===== config.mk =====
export PLATFORM = sky130hd
export DESIGN_NAME = priority_vector_irq_controller
export DESIGN_NICKNAME = d
export VERILOG_FILES = /design/src/include/irq_ctrl_pkg.sv /design/src/core/priority_vector_irq_controller.sv
export SDC_FILE = /design/constraint.sdc
export NUM_CORES = 1
export LEC_CHECK = 0
export BUFFER_PORTS_ARGS = -buffer_cell sky130_fd_sc_hd__buf_2
export CAP_MARGIN = 20
export CORE_MARGIN = 4
export CORE_UTILIZATION = 62
export DETAILED_ROUTE_END_ITERATION = 10
export PLACE_DENSITY = 0.86
export SLEW_MARGIN = 20
export SYNTH_ARGS = -nofsm -noshare
export SYNTH_HDL_FRONTEND = slang
export SYNTH_SLANG_ARGS = --single-unit

===== constraint.sdc =====
create_clock -name core_clk -period 14.6 [get_ports core_clk]
set_input_delay 0.73 -clock core_clk [delete_from_list [all_inputs] [get_ports core_clk]]
set_output_delay 0.73 -clock core_clk [all_outputs]
set_load 0.02 [all_outputs]

===== src/include/irq_ctrl_pkg.sv =====
/*
 * Shared constants and types for the priority and vector interrupt controller:
 * vector slot addresses, register offsets and fields, reset values, carriers.
 * Assumes a 32-bit classic Wishbone register bus and one system clock.
 */
package irq_ctrl_pkg;

	////////////////////////////////////////////////////////////////////////////////
	// Sources and vector slots
	localparam int NUM_SRC = 24;
	localparam int NUM_PERIPH = 12;
	localparam int NUM_PIN = 8;
	localparam int NUM_PORTC = 4;
	localparam int VEC_W = 16;
	localparam logic [15:0] VEC_RESET = 16'h0004;
	localparam logic [15:0] VEC_EXCEPTION = 16'h0008;
	localparam logic [15:0] VEC_RESERVED = 16'h000C;
	localparam logic [15:0] VEC_FIRST = 16'h0010;
	// Slot indices, counted from the first programmable slot
	localparam int SLOT_PERIPH_LO = 0;
	localparam int SLOT_PIN7 = 8;
	localparam int SLOT_PIN0 = 15;
	localparam int SLOT_PERIPH_HI = 16;
	localparam int SLOT_PORTC3 = 20;
	localparam logic [1:0] LEVEL_OFF = 2'h0;

	////////////////////////////////////////////////////////////////////////////////
	// Register map (byte offsets)
	localparam int ADDR_W = 8;
	localparam logic [7:0] OFS_PENDING = 8'h00;
	localparam logic [7:0] OFS_PEND_SET = 8'h04;
	localparam logic [7:0] OFS_PRIO_LO = 8'h08;
	localparam logic [7:0] OFS_PRIO_HI = 8'h0C;
	localparam logic [7:0] OFS_ROUTE = 8'h10;
	localparam logic [7:0] OFS_STATE = 8'h14;
	localparam logic [7:0] OFS_EVT_STATUS = 8'h18;
	localparam logic [7:0] OFS_EVT_MASK = 8'h1C;
	// Route register fields
	localparam int ROUTE_PORT_LSB = 0;
	localparam int ROUTE_EDGE_LSB = 8;
	localparam int ROUTE_PORTC_LSB = 16;
	localparam int ROUTE_CMP_BIT = 24;
	localparam int ROUTE_DBG_BIT = 25;
	// State register fields
	localparam int STATE_GIE_BIT = 0;
	localparam int STATE_REQ_BIT = 1;
	localparam int STATE_EXC_BIT = 2;
	localparam int STATE_IDX_LSB = 8;
	localparam int STATE_VEC_LSB = 16;
	// Event bits
	localparam int EVT_W = 3;
	localparam int EVT_ACK = 0;
	localparam int EVT_EXCEPTION = 1;
	localparam int EVT_TRAP = 2;
	// Reset values
	localparam logic [47:0] RST_PRIO = 48'h0000_0000_0000;
	localparam logic [7:0] RST_PIN_CFG = 8'h00;
	localparam logic [3:0] RST_PORTC_SEL = 4'h0;
	localparam logic [EVT_W-1:0] RST_EVT = 3'h0;

	////////////////////////////////////////////////////////////////////////////////
	// Carriers
	typedef struct packed {
		logic cyc;
		logic stb;
		logic we;
		logic [ADDR_W-1:0] adr;
		logic [3:0] sel;
		logic [31:0] dat;
	} wb_req_t;

	typedef struct packed {
		logic enableIrqInstr;
		logic disableIrqInstr;
		logic trapInstr;
		logic sysException;
		logic flagLoad;
		logic flagIrqEnable;
		logic returnFromIrqInstr;
		logic savedIrqEnable;
		logic cpuAck;
	} cpu_ctl_t;

	typedef struct packed {
		logic [NUM_PIN-1:0] portaMeta;
		logic [NUM_PIN-1:0] portaSafe;
		logic [NUM_PIN-1:0] portaPrev;
		logic [NUM_PIN-1:0] portdMeta;
		logic [NUM_PIN-1:0] portdSafe;
		logic [NUM_PIN-1:0] portdPrev;
		logic [NUM_PORTC-1:0] portcMeta;
		logic [NUM_PORTC-1:0] portcSafe;
		logic [NUM_PORTC-1:0] portcPrev;
		logic cmpPrev;
		logic [NUM_SRC-1:0] pending;
		logic [2*NUM_SRC-1:0] prio;
		logic [NUM_PIN-1:0] pinPortSel;
		logic [NUM_PIN-1:0] pinEdge;
		logic [NUM_PORTC-1:0] portcChannelSlotSelect;
		logic comparatorSlotSelect;
		logic debuggerSlotSelect;
		logic globalIrqEnable;
		logic irqRequest;
		logic exceptionReq;
		logic [4:0] winnerIdx;
		logic [VEC_W-1:0] vectorAddr;
		logic [23:0] handlerAddr;
		logic handlerValid;
		logic [EVT_W-1:0] evtStatus;
		logic [EVT_W-1:0] evtMask;
		logic irqOut;
		logic wbAck;
		logic [31:0] wbDatOut;
	} ctrl_state_t;

endpackage


===== src/core/priority_vector_irq_controller.sv =====
/*
 * Interrupt priority and vector selection with global enable tracking,
 * source routing for shared slots and a Wishbone register slave.
 * Assumes port pins are asynchronous, all other inputs are on core_clk,
 * and peripheral and channel requests are one-cycle pulses.
 */
// Overview of operation
// - Programmable sources take level 3 (most urgent), 2 or 1.
// - A higher level always beats every lower level request.
// - Within one level the lowest vector slot wins.
// - Reset and system exception slots outrank all; 000Ch is reserved.
// - Programmable slots start at 0010h, four bytes apart, fixed source order.
// - Slot 0030h takes pin 7 edge or comparator both edges.
// - Slot 004Ch takes pin 0 edge or debugger request.
// - Last four slots take port C both edges or DMA completion.
// - Vector entry byte 0 ignored; bytes 1 to 3 hold handler address.
// - Global enable is flag bit 0; any flag load updates it.
// - Interrupt return restores global enable from saved flags.
// - Enable instruction or flag write of 1 sets global enable.
// - Disable, vectored acknowledge, write 0, reset, trap, exception clear global enable.
// - Comparator select 1 routes comparator to pin 7 slot, else pin.
// - Debug select 1 routes debugger to pin 0 slot, else pin.
// - Port C select 0 routes DMA channel, 1 routes port C pin.
`timescale 1ns/1ps

module priority_vector_irq_controller (
	input wire logic core_clk, // System clock
	input wire logic rst, // Asynchronous reset, active high
	input wire irq_ctrl_pkg::wb_req_t wbIn, // Wishbone request
	output logic wbAck, // Wishbone acknowledge
	output logic [31:0] wbDatOut, // Wishbone read data
	input wire logic [irq_ctrl_pkg::NUM_PERIPH-1:0] periphReq, // Peripheral request pulses
	input wire logic [irq_ctrl_pkg::NUM_PORTC-1:0] dmaDone, // DMA channel done pulses
	input wire logic [irq_ctrl_pkg::NUM_PIN-1:0] portaPin, // Port A pins
	input wire logic [irq_ctrl_pkg::NUM_PIN-1:0] portdPin, // Port D pins
	input wire logic [irq_ctrl_pkg::NUM_PORTC-1:0] portcPin, // Port C pins
	input wire logic comparatorOut, // Comparator output level
	input wire logic onChipDebuggerRequest, // Debugger request pulse
	input wire logic exceptionPending, // System exception waiting
	input wire irq_ctrl_pkg::cpu_ctl_t cpuCtl, // CPU events
	input wire logic vecFetchValid, // Vector entry fetched
	input wire logic [31:0] vecFetchWord, // Vector entry, byte 0 in [31:24]
	output logic irqRequest, // Request to CPU
	output logic [irq_ctrl_pkg::VEC_W-1:0] vectorAddr, // Vector slot address
	output logic globalIrqEnable, // Global interrupt enable
	output logic [23:0] handlerAddr, // Handler address from entry
	output logic handlerValid, // Handler address updated
	output logic irqOut // Controller event interrupt
);
	import irq_ctrl_pkg::*;

	ctrl_state_t s;
	ctrl_state_t next_s;

	////////////////////////////////////////////////////////////////////////////////
	// Helpers

	function automatic logic [5:0] pickWinner(input logic [NUM_SRC-1:0] req,
		input logic [2*NUM_SRC-1:0] lvl);
		logic found;
		logic [4:0] idx;
		found = 1'b0;
		idx = 5'h0;
		for (int l = 3; l >= 1; l--) begin
			for (int k = 0; k < NUM_SRC; k++) begin
				if (!found && req[k] && lvl[2*k +: 2] == 2'(l)) begin
					found = 1'b1;
					idx = 5'(k);
				end
			end
		end
		return {found, idx};
	endfunction

	function automatic logic [31:0] laneMask(input logic [3:0] sel);
		return {{8{sel[3]}}, {8{sel[2]}}, {8{sel[1]}}, {8{sel[0]}}};
	endfunction

	function automatic logic [31:0] mergeBytes(input logic [31:0] old,
		input logic [31:0] dat, input logic [3:0] sel);
		return (old & ~laneMask(sel)) | (dat & laneMask(sel));
	endfunction

	////////////////////////////////////////////////////////////////////////////////
	// Combinational next state

	logic [NUM_PIN-1:0] pinNow;
	logic [NUM_PIN-1:0] pinOld;
	logic [NUM_PIN-1:0] pinEvt;
	logic [NUM_PORTC-1:0] portcEdge;
	logic cmpEdge;
	logic [NUM_SRC-1:0] srcReq;
	logic [NUM_SRC-1:0] swSet;
	logic [NUM_SRC-1:0] swClr;
	logic [NUM_SRC-1:0] ackClr;
	logic vectoredAck;
	logic access;
	logic wr;
	logic [31:0] wMask;
	logic [31:0] route;
	logic [31:0] prioLo;
	logic [31:0] prioHi;
	logic [31:0] rdData;
	logic [EVT_W-1:0] evtSet;
	logic [EVT_W-1:0] evtClr;
	logic gie;
	logic [5:0] win;

	always_comb begin
		next_s = s;

		// Two-stage synchronisers, third stage for edges
		next_s.portaMeta = portaPin;
		next_s.portaSafe = s.portaMeta;
		next_s.portaPrev = s.portaSafe;
		next_s.portdMeta = portdPin;
		next_s.portdSafe = s.portdMeta;
		next_s.portdPrev = s.portdSafe;
		next_s.portcMeta = portcPin;
		next_s.portcSafe = s.portcMeta;
		next_s.portcPrev = s.portcSafe;
		next_s.cmpPrev = comparatorOut;

		// Port A or D per pin, chosen edge
		pinNow = (s.portdSafe & s.pinPortSel) | (s.portaSafe & ~s.pinPortSel);
		pinOld = (s.portdPrev & s.pinPortSel) | (s.portaPrev & ~s.pinPortSel);
		pinEvt = (s.pinEdge & pinNow & ~pinOld) | (~s.pinEdge & ~pinNow & pinOld);
		portcEdge = s.portcSafe ^ s.portcPrev;
		cmpEdge = comparatorOut ^ s.cmpPrev;

		srcReq = '0;
		srcReq[SLOT_PIN7-1:SLOT_PERIPH_LO] = periphReq[7:0];
		srcReq[SLOT_PORTC3-1:SLOT_PERIPH_HI] = periphReq[11:8];
		for (int p = 1; p < NUM_PIN - 1; p++) begin
			srcReq[SLOT_PIN7 + p] = pinEvt[NUM_PIN - 1 - p];
		end
		srcReq[SLOT_PIN7] = s.comparatorSlotSelect ? cmpEdge : pinEvt[NUM_PIN - 1];
		srcReq[SLOT_PIN0] = s.debuggerSlotSelect ? onChipDebuggerRequest : pinEvt[0];
		// Port C pin or DMA channel
		for (int c = 0; c < NUM_PORTC; c++) begin
			srcReq[SLOT_PORTC3 + c] = s.portcChannelSlotSelect[NUM_PORTC - 1 - c] ?
				portcEdge[NUM_PORTC - 1 - c] : dmaDone[NUM_PORTC - 1 - c];
		end

		// Wishbone decode, write commits at the edge where the master samples ack
		access = wbIn.cyc && wbIn.stb && !s.wbAck;
		wr = wbIn.cyc && wbIn.stb && wbIn.we && s.wbAck;
		wMask = laneMask(wbIn.sel);
		route = '0;
		route[ROUTE_PORT_LSB +: NUM_PIN] = s.pinPortSel;
		route[ROUTE_EDGE_LSB +: NUM_PIN] = s.pinEdge;
		route[ROUTE_PORTC_LSB +: NUM_PORTC] = s.portcChannelSlotSelect;
		route[ROUTE_CMP_BIT] = s.comparatorSlotSelect;
		route[ROUTE_DBG_BIT] = s.debuggerSlotSelect;
		prioLo = s.prio[31:0];
		prioHi = {16'h0000, s.prio[47:32]};
		swSet = '0;
		swClr = '0;
		evtClr = '0;
		if (wr) begin
			unique case (wbIn.adr)
				OFS_PENDING: swClr = wbIn.dat[NUM_SRC-1:0] & wMask[NUM_SRC-1:0];
				OFS_PEND_SET: swSet = wbIn.dat[NUM_SRC-1:0] & wMask[NUM_SRC-1:0];
				OFS_PRIO_LO: next_s.prio[31:0] = mergeBytes(prioLo, wbIn.dat, wbIn.sel);
				OFS_PRIO_HI: begin
					prioHi = mergeBytes(prioHi, wbIn.dat, wbIn.sel);
					next_s.prio[47:32] = prioHi[15:0];
				end
				OFS_ROUTE: begin
					route = mergeBytes(route, wbIn.dat, wbIn.sel);
					next_s.pinPortSel = route[ROUTE_PORT_LSB +: NUM_PIN];
					next_s.pinEdge = route[ROUTE_EDGE_LSB +: NUM_PIN];
					next_s.portcChannelSlotSelect = route[ROUTE_PORTC_LSB +: NUM_PORTC];
					next_s.comparatorSlotSelect = route[ROUTE_CMP_BIT];
					next_s.debuggerSlotSelect = route[ROUTE_DBG_BIT];
				end
				OFS_EVT_STATUS: evtClr = wbIn.dat[EVT_W-1:0] & wMask[EVT_W-1:0];
				OFS_EVT_MASK: next_s.evtMask = (s.evtMask & ~wMask[EVT_W-1:0]) |
					(wbIn.dat[EVT_W-1:0] & wMask[EVT_W-1:0]);
				default: ;
			endcase
		end

		rdData = 32'h0000_0000;
		unique case (wbIn.adr)
			OFS_PENDING: rdData[NUM_SRC-1:0] = s.pending;
			OFS_PRIO_LO: rdData = prioLo;
			OFS_PRIO_HI: rdData = {16'h0000, s.prio[47:32]};
			OFS_ROUTE: begin
				rdData[ROUTE_PORT_LSB +: NUM_PIN] = s.pinPortSel;
				rdData[ROUTE_EDGE_LSB +: NUM_PIN] = s.pinEdge;
				rdData[ROUTE_PORTC_LSB +: NUM_PORTC] = s.portcChannelSlotSelect;
				rdData[ROUTE_CMP_BIT] = s.comparatorSlotSelect;
				rdData[ROUTE_DBG_BIT] = s.debuggerSlotSelect;
			end
			OFS_STATE: begin
				rdData[STATE_GIE_BIT] = s.globalIrqEnable;
				rdData[STATE_REQ_BIT] = s.irqRequest;
				rdData[STATE_EXC_BIT] = s.exceptionReq;
				rdData[STATE_IDX_LSB +: 5] = s.winnerIdx;
				rdData[STATE_VEC_LSB +: VEC_W] = s.vectorAddr;
			end
			OFS_EVT_STATUS: rdData[EVT_W-1:0] = s.evtStatus;
			OFS_EVT_MASK: rdData[EVT_W-1:0] = s.evtMask;
			default: ;
		endcase
		next_s.wbAck = access;
		next_s.wbDatOut = access ? rdData : 32'h0000_0000;

		// Acknowledge of a presented vectored request
		vectoredAck = cpuCtl.cpuAck && s.irqRequest && !s.exceptionReq;
		ackClr = '0;
		if (vectoredAck) begin
			ackClr[s.winnerIdx] = 1'b1;
		end
		// New requests win over any clear in the same cycle
		next_s.pending = (s.pending & ~ackClr & ~swClr) | srcReq | swSet;

		// Global enable, later lines take precedence
		gie = s.globalIrqEnable;
		if (cpuCtl.enableIrqInstr) begin
			gie = 1'b1;
		end
		if (cpuCtl.disableIrqInstr) begin
			gie = 1'b0;
		end
		if (cpuCtl.flagLoad) begin
			gie = cpuCtl.flagIrqEnable;
		end
		if (cpuCtl.returnFromIrqInstr) begin
			gie = cpuCtl.savedIrqEnable;
		end
		if (vectoredAck || cpuCtl.trapInstr || cpuCtl.sysException) begin
			gie = 1'b0;
		end
		next_s.globalIrqEnable = gie;

		// Level 0 means not taking part
		win = pickWinner(next_s.pending, next_s.prio);
		next_s.exceptionReq = exceptionPending;
		next_s.winnerIdx = win[4:0];
		if (exceptionPending) begin
			next_s.irqRequest = 1'b1;
			next_s.vectorAddr = VEC_EXCEPTION;
		end else if (gie && win[5]) begin
			next_s.irqRequest = 1'b1;
			next_s.vectorAddr = VEC_FIRST + {9'h000, win[4:0], 2'b00};
		end else begin
			next_s.irqRequest = 1'b0;
		end

		// Byte 0 dropped, bytes 1 to 3 upper to lower
		next_s.handlerValid = vecFetchValid;
		if (vecFetchValid) begin
			next_s.handlerAddr = vecFetchWord[23:0];
		end

		// Sticky events, set wins over write-one clear
		evtSet = '0;
		evtSet[EVT_ACK] = vectoredAck;
		evtSet[EVT_EXCEPTION] = cpuCtl.sysException;
		evtSet[EVT_TRAP] = cpuCtl.trapInstr;
		next_s.evtStatus = (s.evtStatus & ~evtClr) | evtSet;
		next_s.irqOut = |(next_s.evtStatus & next_s.evtMask);
	end

	////////////////////////////////////////////////////////////////////////////////
	// State register

	always_ff @(posedge core_clk or posedge rst) begin
		if (rst) begin
			s <= '0;
			s.prio <= RST_PRIO;
			s.pinPortSel <= RST_PIN_CFG;
			s.pinEdge <= RST_PIN_CFG;
			s.portcChannelSlotSelect <= RST_PORTC_SEL;
			s.vectorAddr <= VEC_RESET;
			s.evtMask <= RST_EVT;
			s.evtStatus <= RST_EVT;
		end else begin
			s <= next_s;
		end
	end

	assign wbAck = s.wbAck;
	assign wbDatOut = s.wbDatOut;
	assign irqRequest = s.irqRequest;
	assign vectorAddr = s.vectorAddr;
	assign globalIrqEnable = s.globalIrqEnable;
	assign handlerAddr = s.handlerAddr;
	assign handlerValid = s.handlerValid;
	assign irqOut = s.irqOut;

endmodule // priority_vector_irq_controller


==> run metrics <==
post-synthesis cell count 1274; TritonCTS clock tree done; pwr dens 103 nW/µm²; crit path time final 6.68 ns; maxcap violations 0; Worst path slowest cell o221ai_1; # setup viols final 0; post-route clock period utilization 0.457; worst IR drop on VDD 0.0000933 V; worst rel slew slack 0.231; via count ~11000; Top delay family on crit path simple AND/OR/NAND/NOR gates; clock-pin slew on the worst setup and hold paths approximately 0.06 ns; Final Hold Fails 0; CTS-repair resized insts 0; cts hold-fix bufs 0; Worst-Skew Late Latency 0.54 ns; DR vias/cell 6.82; Post-Route Setup TNS 0 ns; drt drc 0; Synth top area share 0.440; Synth-to-Final Area Change 12.8%; CP peak stage delay roughly 0.93 ns; Leak 7.11 nW; unrepaired setup endpoints after global routing false; GRT Util Overall 0.350; Synth Cell Area around 13000 µm²; Slew Limit Fails 0; global route overflow 0; I/O Pins 207; syn avg cell area 10.4 µm²; die width 154 µm; H-Tree Depth 1; # rows 53; Detailed Route WL 42500 µm; Max Clk Rate 0.150 GHz; share of post-route cells with drive strength above 1 0.305; Least-Margin Pin Slew between 1 and 1.5 ns; WHS Path Cells 1; startpoint types primary input; Die Y 154 µm; Area contributors post-synth dfrtp_1 44%, mux2_2 9.3%, buf_4 4.2%; first-pass GRT wire length 65000 µm; Worst EP required about 15 ns; status finished clean; cts bufs inserted 26; CTS Buffer Depth 3; Critical Path AT a little over 7 ns; drt wl/cell 25.3 µm; FF-to-FF setup slack around 8.5 ns; Finished Core Util 0.710; clock sink count 234; HPWL after DPL 30700 µm; Final nets 1517; pre-CTS setup slack 7.85 ns; Synth cell types 97; Placer Congestion 1.01; starting density of the core 0.630; largest net degree at the start of global routing 114; commonest cells in the netlist 233 x dfrtp_1, 113 x nand2_1, 109 x mux2_2, 74 x buf_4, 63 x nor2_1; sequential area share after synthesis 0.442; RR Endpoint vectorAddr[6]; core area roughly 21000 µm²; drt pass-1 iters 8; Die ar. 23800 µm²; Setup crit end kind flop; total power between 0.0015 and 0.002 W; Synth Warn # 0; worst clock skew 0.0202 ns; predominant post-synthesis flop cell dfrtp_1; crit path cell chain buf_2, nor4b_1, nand2_1, o221ai_1, o21ai_0, nand4_1, nor4_4, and2_1, a32o_1, a2111oi_0, nand4bb_1, ha_1, nand2b_1, nor4_1, a211o_1; worst-case reg-to-reg path depth 14; Worst Slack Setup Final 7.92 ns; Worst Setup Path Type in2reg; initial antenna violation count 2; CTS root buf clkbuf_16; Seq cells post-synth approximately 230; Starting DRT DRC Count 1603; Hold Path Sink next_s[207]; vias in the first global route 11200; Critical path buffers and inverters 1; setup bufs post-CTS 0; number of synthesized flops with an enable pin 0; Hold Path Origin portdPin[3]; CP Max Fanout 30; Hold Crit Class in2reg; Synth async-reset ratio 1.00; post-route ant nets 0; count leader, synth dfrtp_1; Yosys top cell by area dfrtp_1; Buffers on Ports approximately 190; R2R Path Start wbAck
power by group:
part / internal (W) / switching (W)
clock network: 0.000477 / 0.000272
registers: 0.000666 / 0.0000119
logic: 0.0000392 / 0.0000750
total: 0.00118 / 0.000359
cell usage in the layout (no fill, tap or decap), types with 10 or more instances in the layout:
master       n
a21oi_1     20
a22oi_1     30
o22ai_1     10
buf_2      188
clkbuf_16   27
nor4_1      19
nand2_1    113
and2_1      17
nor3b_1     21
nand3b_1    12
inv_1       35
buf_4       21
dfrtp_1    233
nor2_1      63
nand2b_1    50
nand4_1     21
conb_1      10
nand3_1     31
mux2_2     109
a222oi_1    16
o221ai_1    10
and3b_1     19
o21ai_0     36
and3_1      20
nor3_1      13
mux2i_1     48
per-layer routing:
layer  vias to the layer above  track usage  part of all wire
met5                         -            0           0.00031
met4                         2        0.132             0.045
met3                       155       0.0915              0.13
met2                       885        0.540              0.45
met1                      5526        0.478              0.38
li1                       4901            -                 -
worst max-delay path by stage:
stage / start / to / slack (ns) / cells past startpoint
2_1_floorplan: rst / asynchronous set/reset pin / 7.45 / 1
3_3_place_gp: wbIn[38] / vectorAddr[6] / 7.88 / 15
3_5_place_dp: wbIn[38] / vectorAddr[6] / 7.85 / 15
4_1_cts: wbIn[38] / vectorAddr[6] / 8.32 / 15
5_1_grt: wbIn[38] / vectorAddr[6] / 7.78 / 15
6_report: wbIn[38] / vectorAddr[6] / 7.92 / 15
through the flow:
stage | hold slack, ns | instance area [µm²] | std cells
finish | 0.299 | 14900 | 1681
global route | 0.297 | 14900 | 1680
CTS | 0.286 | 14900 | 1680
detailed placement | 0.335 | 13900 | 1633
global placement | 0.332 | 13900 | 1633
floorplan | 0.331 | 13300 | 1283
state kept, by name (all words and copies together) (netlist names), named ones only:
register,cells
prioLo,32
wbDatOut,32
irqOut,1
irqRequest,1
handlerAddr,24
wbAck,1
next_s,40
handlerValid,1
globalIrqEnable,1
vectorAddr,6
s,73
area by class of cell:
class	count	area (µm²)
multi-input combinational	877	6480
tap	275	344
inverter	38	150
clock inverter	16	272
sequential	234	5860
clock buffer	31	721
antenna	1	2.50
timing repair buffer	209	1100
fill	1513	6090
cell families after synthesis:
| group | after synthesis | synth area share |
|---|---|---|
| and+or+nand+nor | 472 | 0.210 |
| DFF | 234 | 0.442 |
| AOI/OAI and AO/OA | 229 | 0.137 |
| buffers and inverters | 172 | 0.0716 |
| muxes | 160 | 0.134 |
| xor gates and xnor gates | 5 | 0.00331 |
| adders and majority gates | 1 | 0.000945 |
| other | 1 | 0.000283 |
Note: power is estimated with default switching activity, not from simulation.
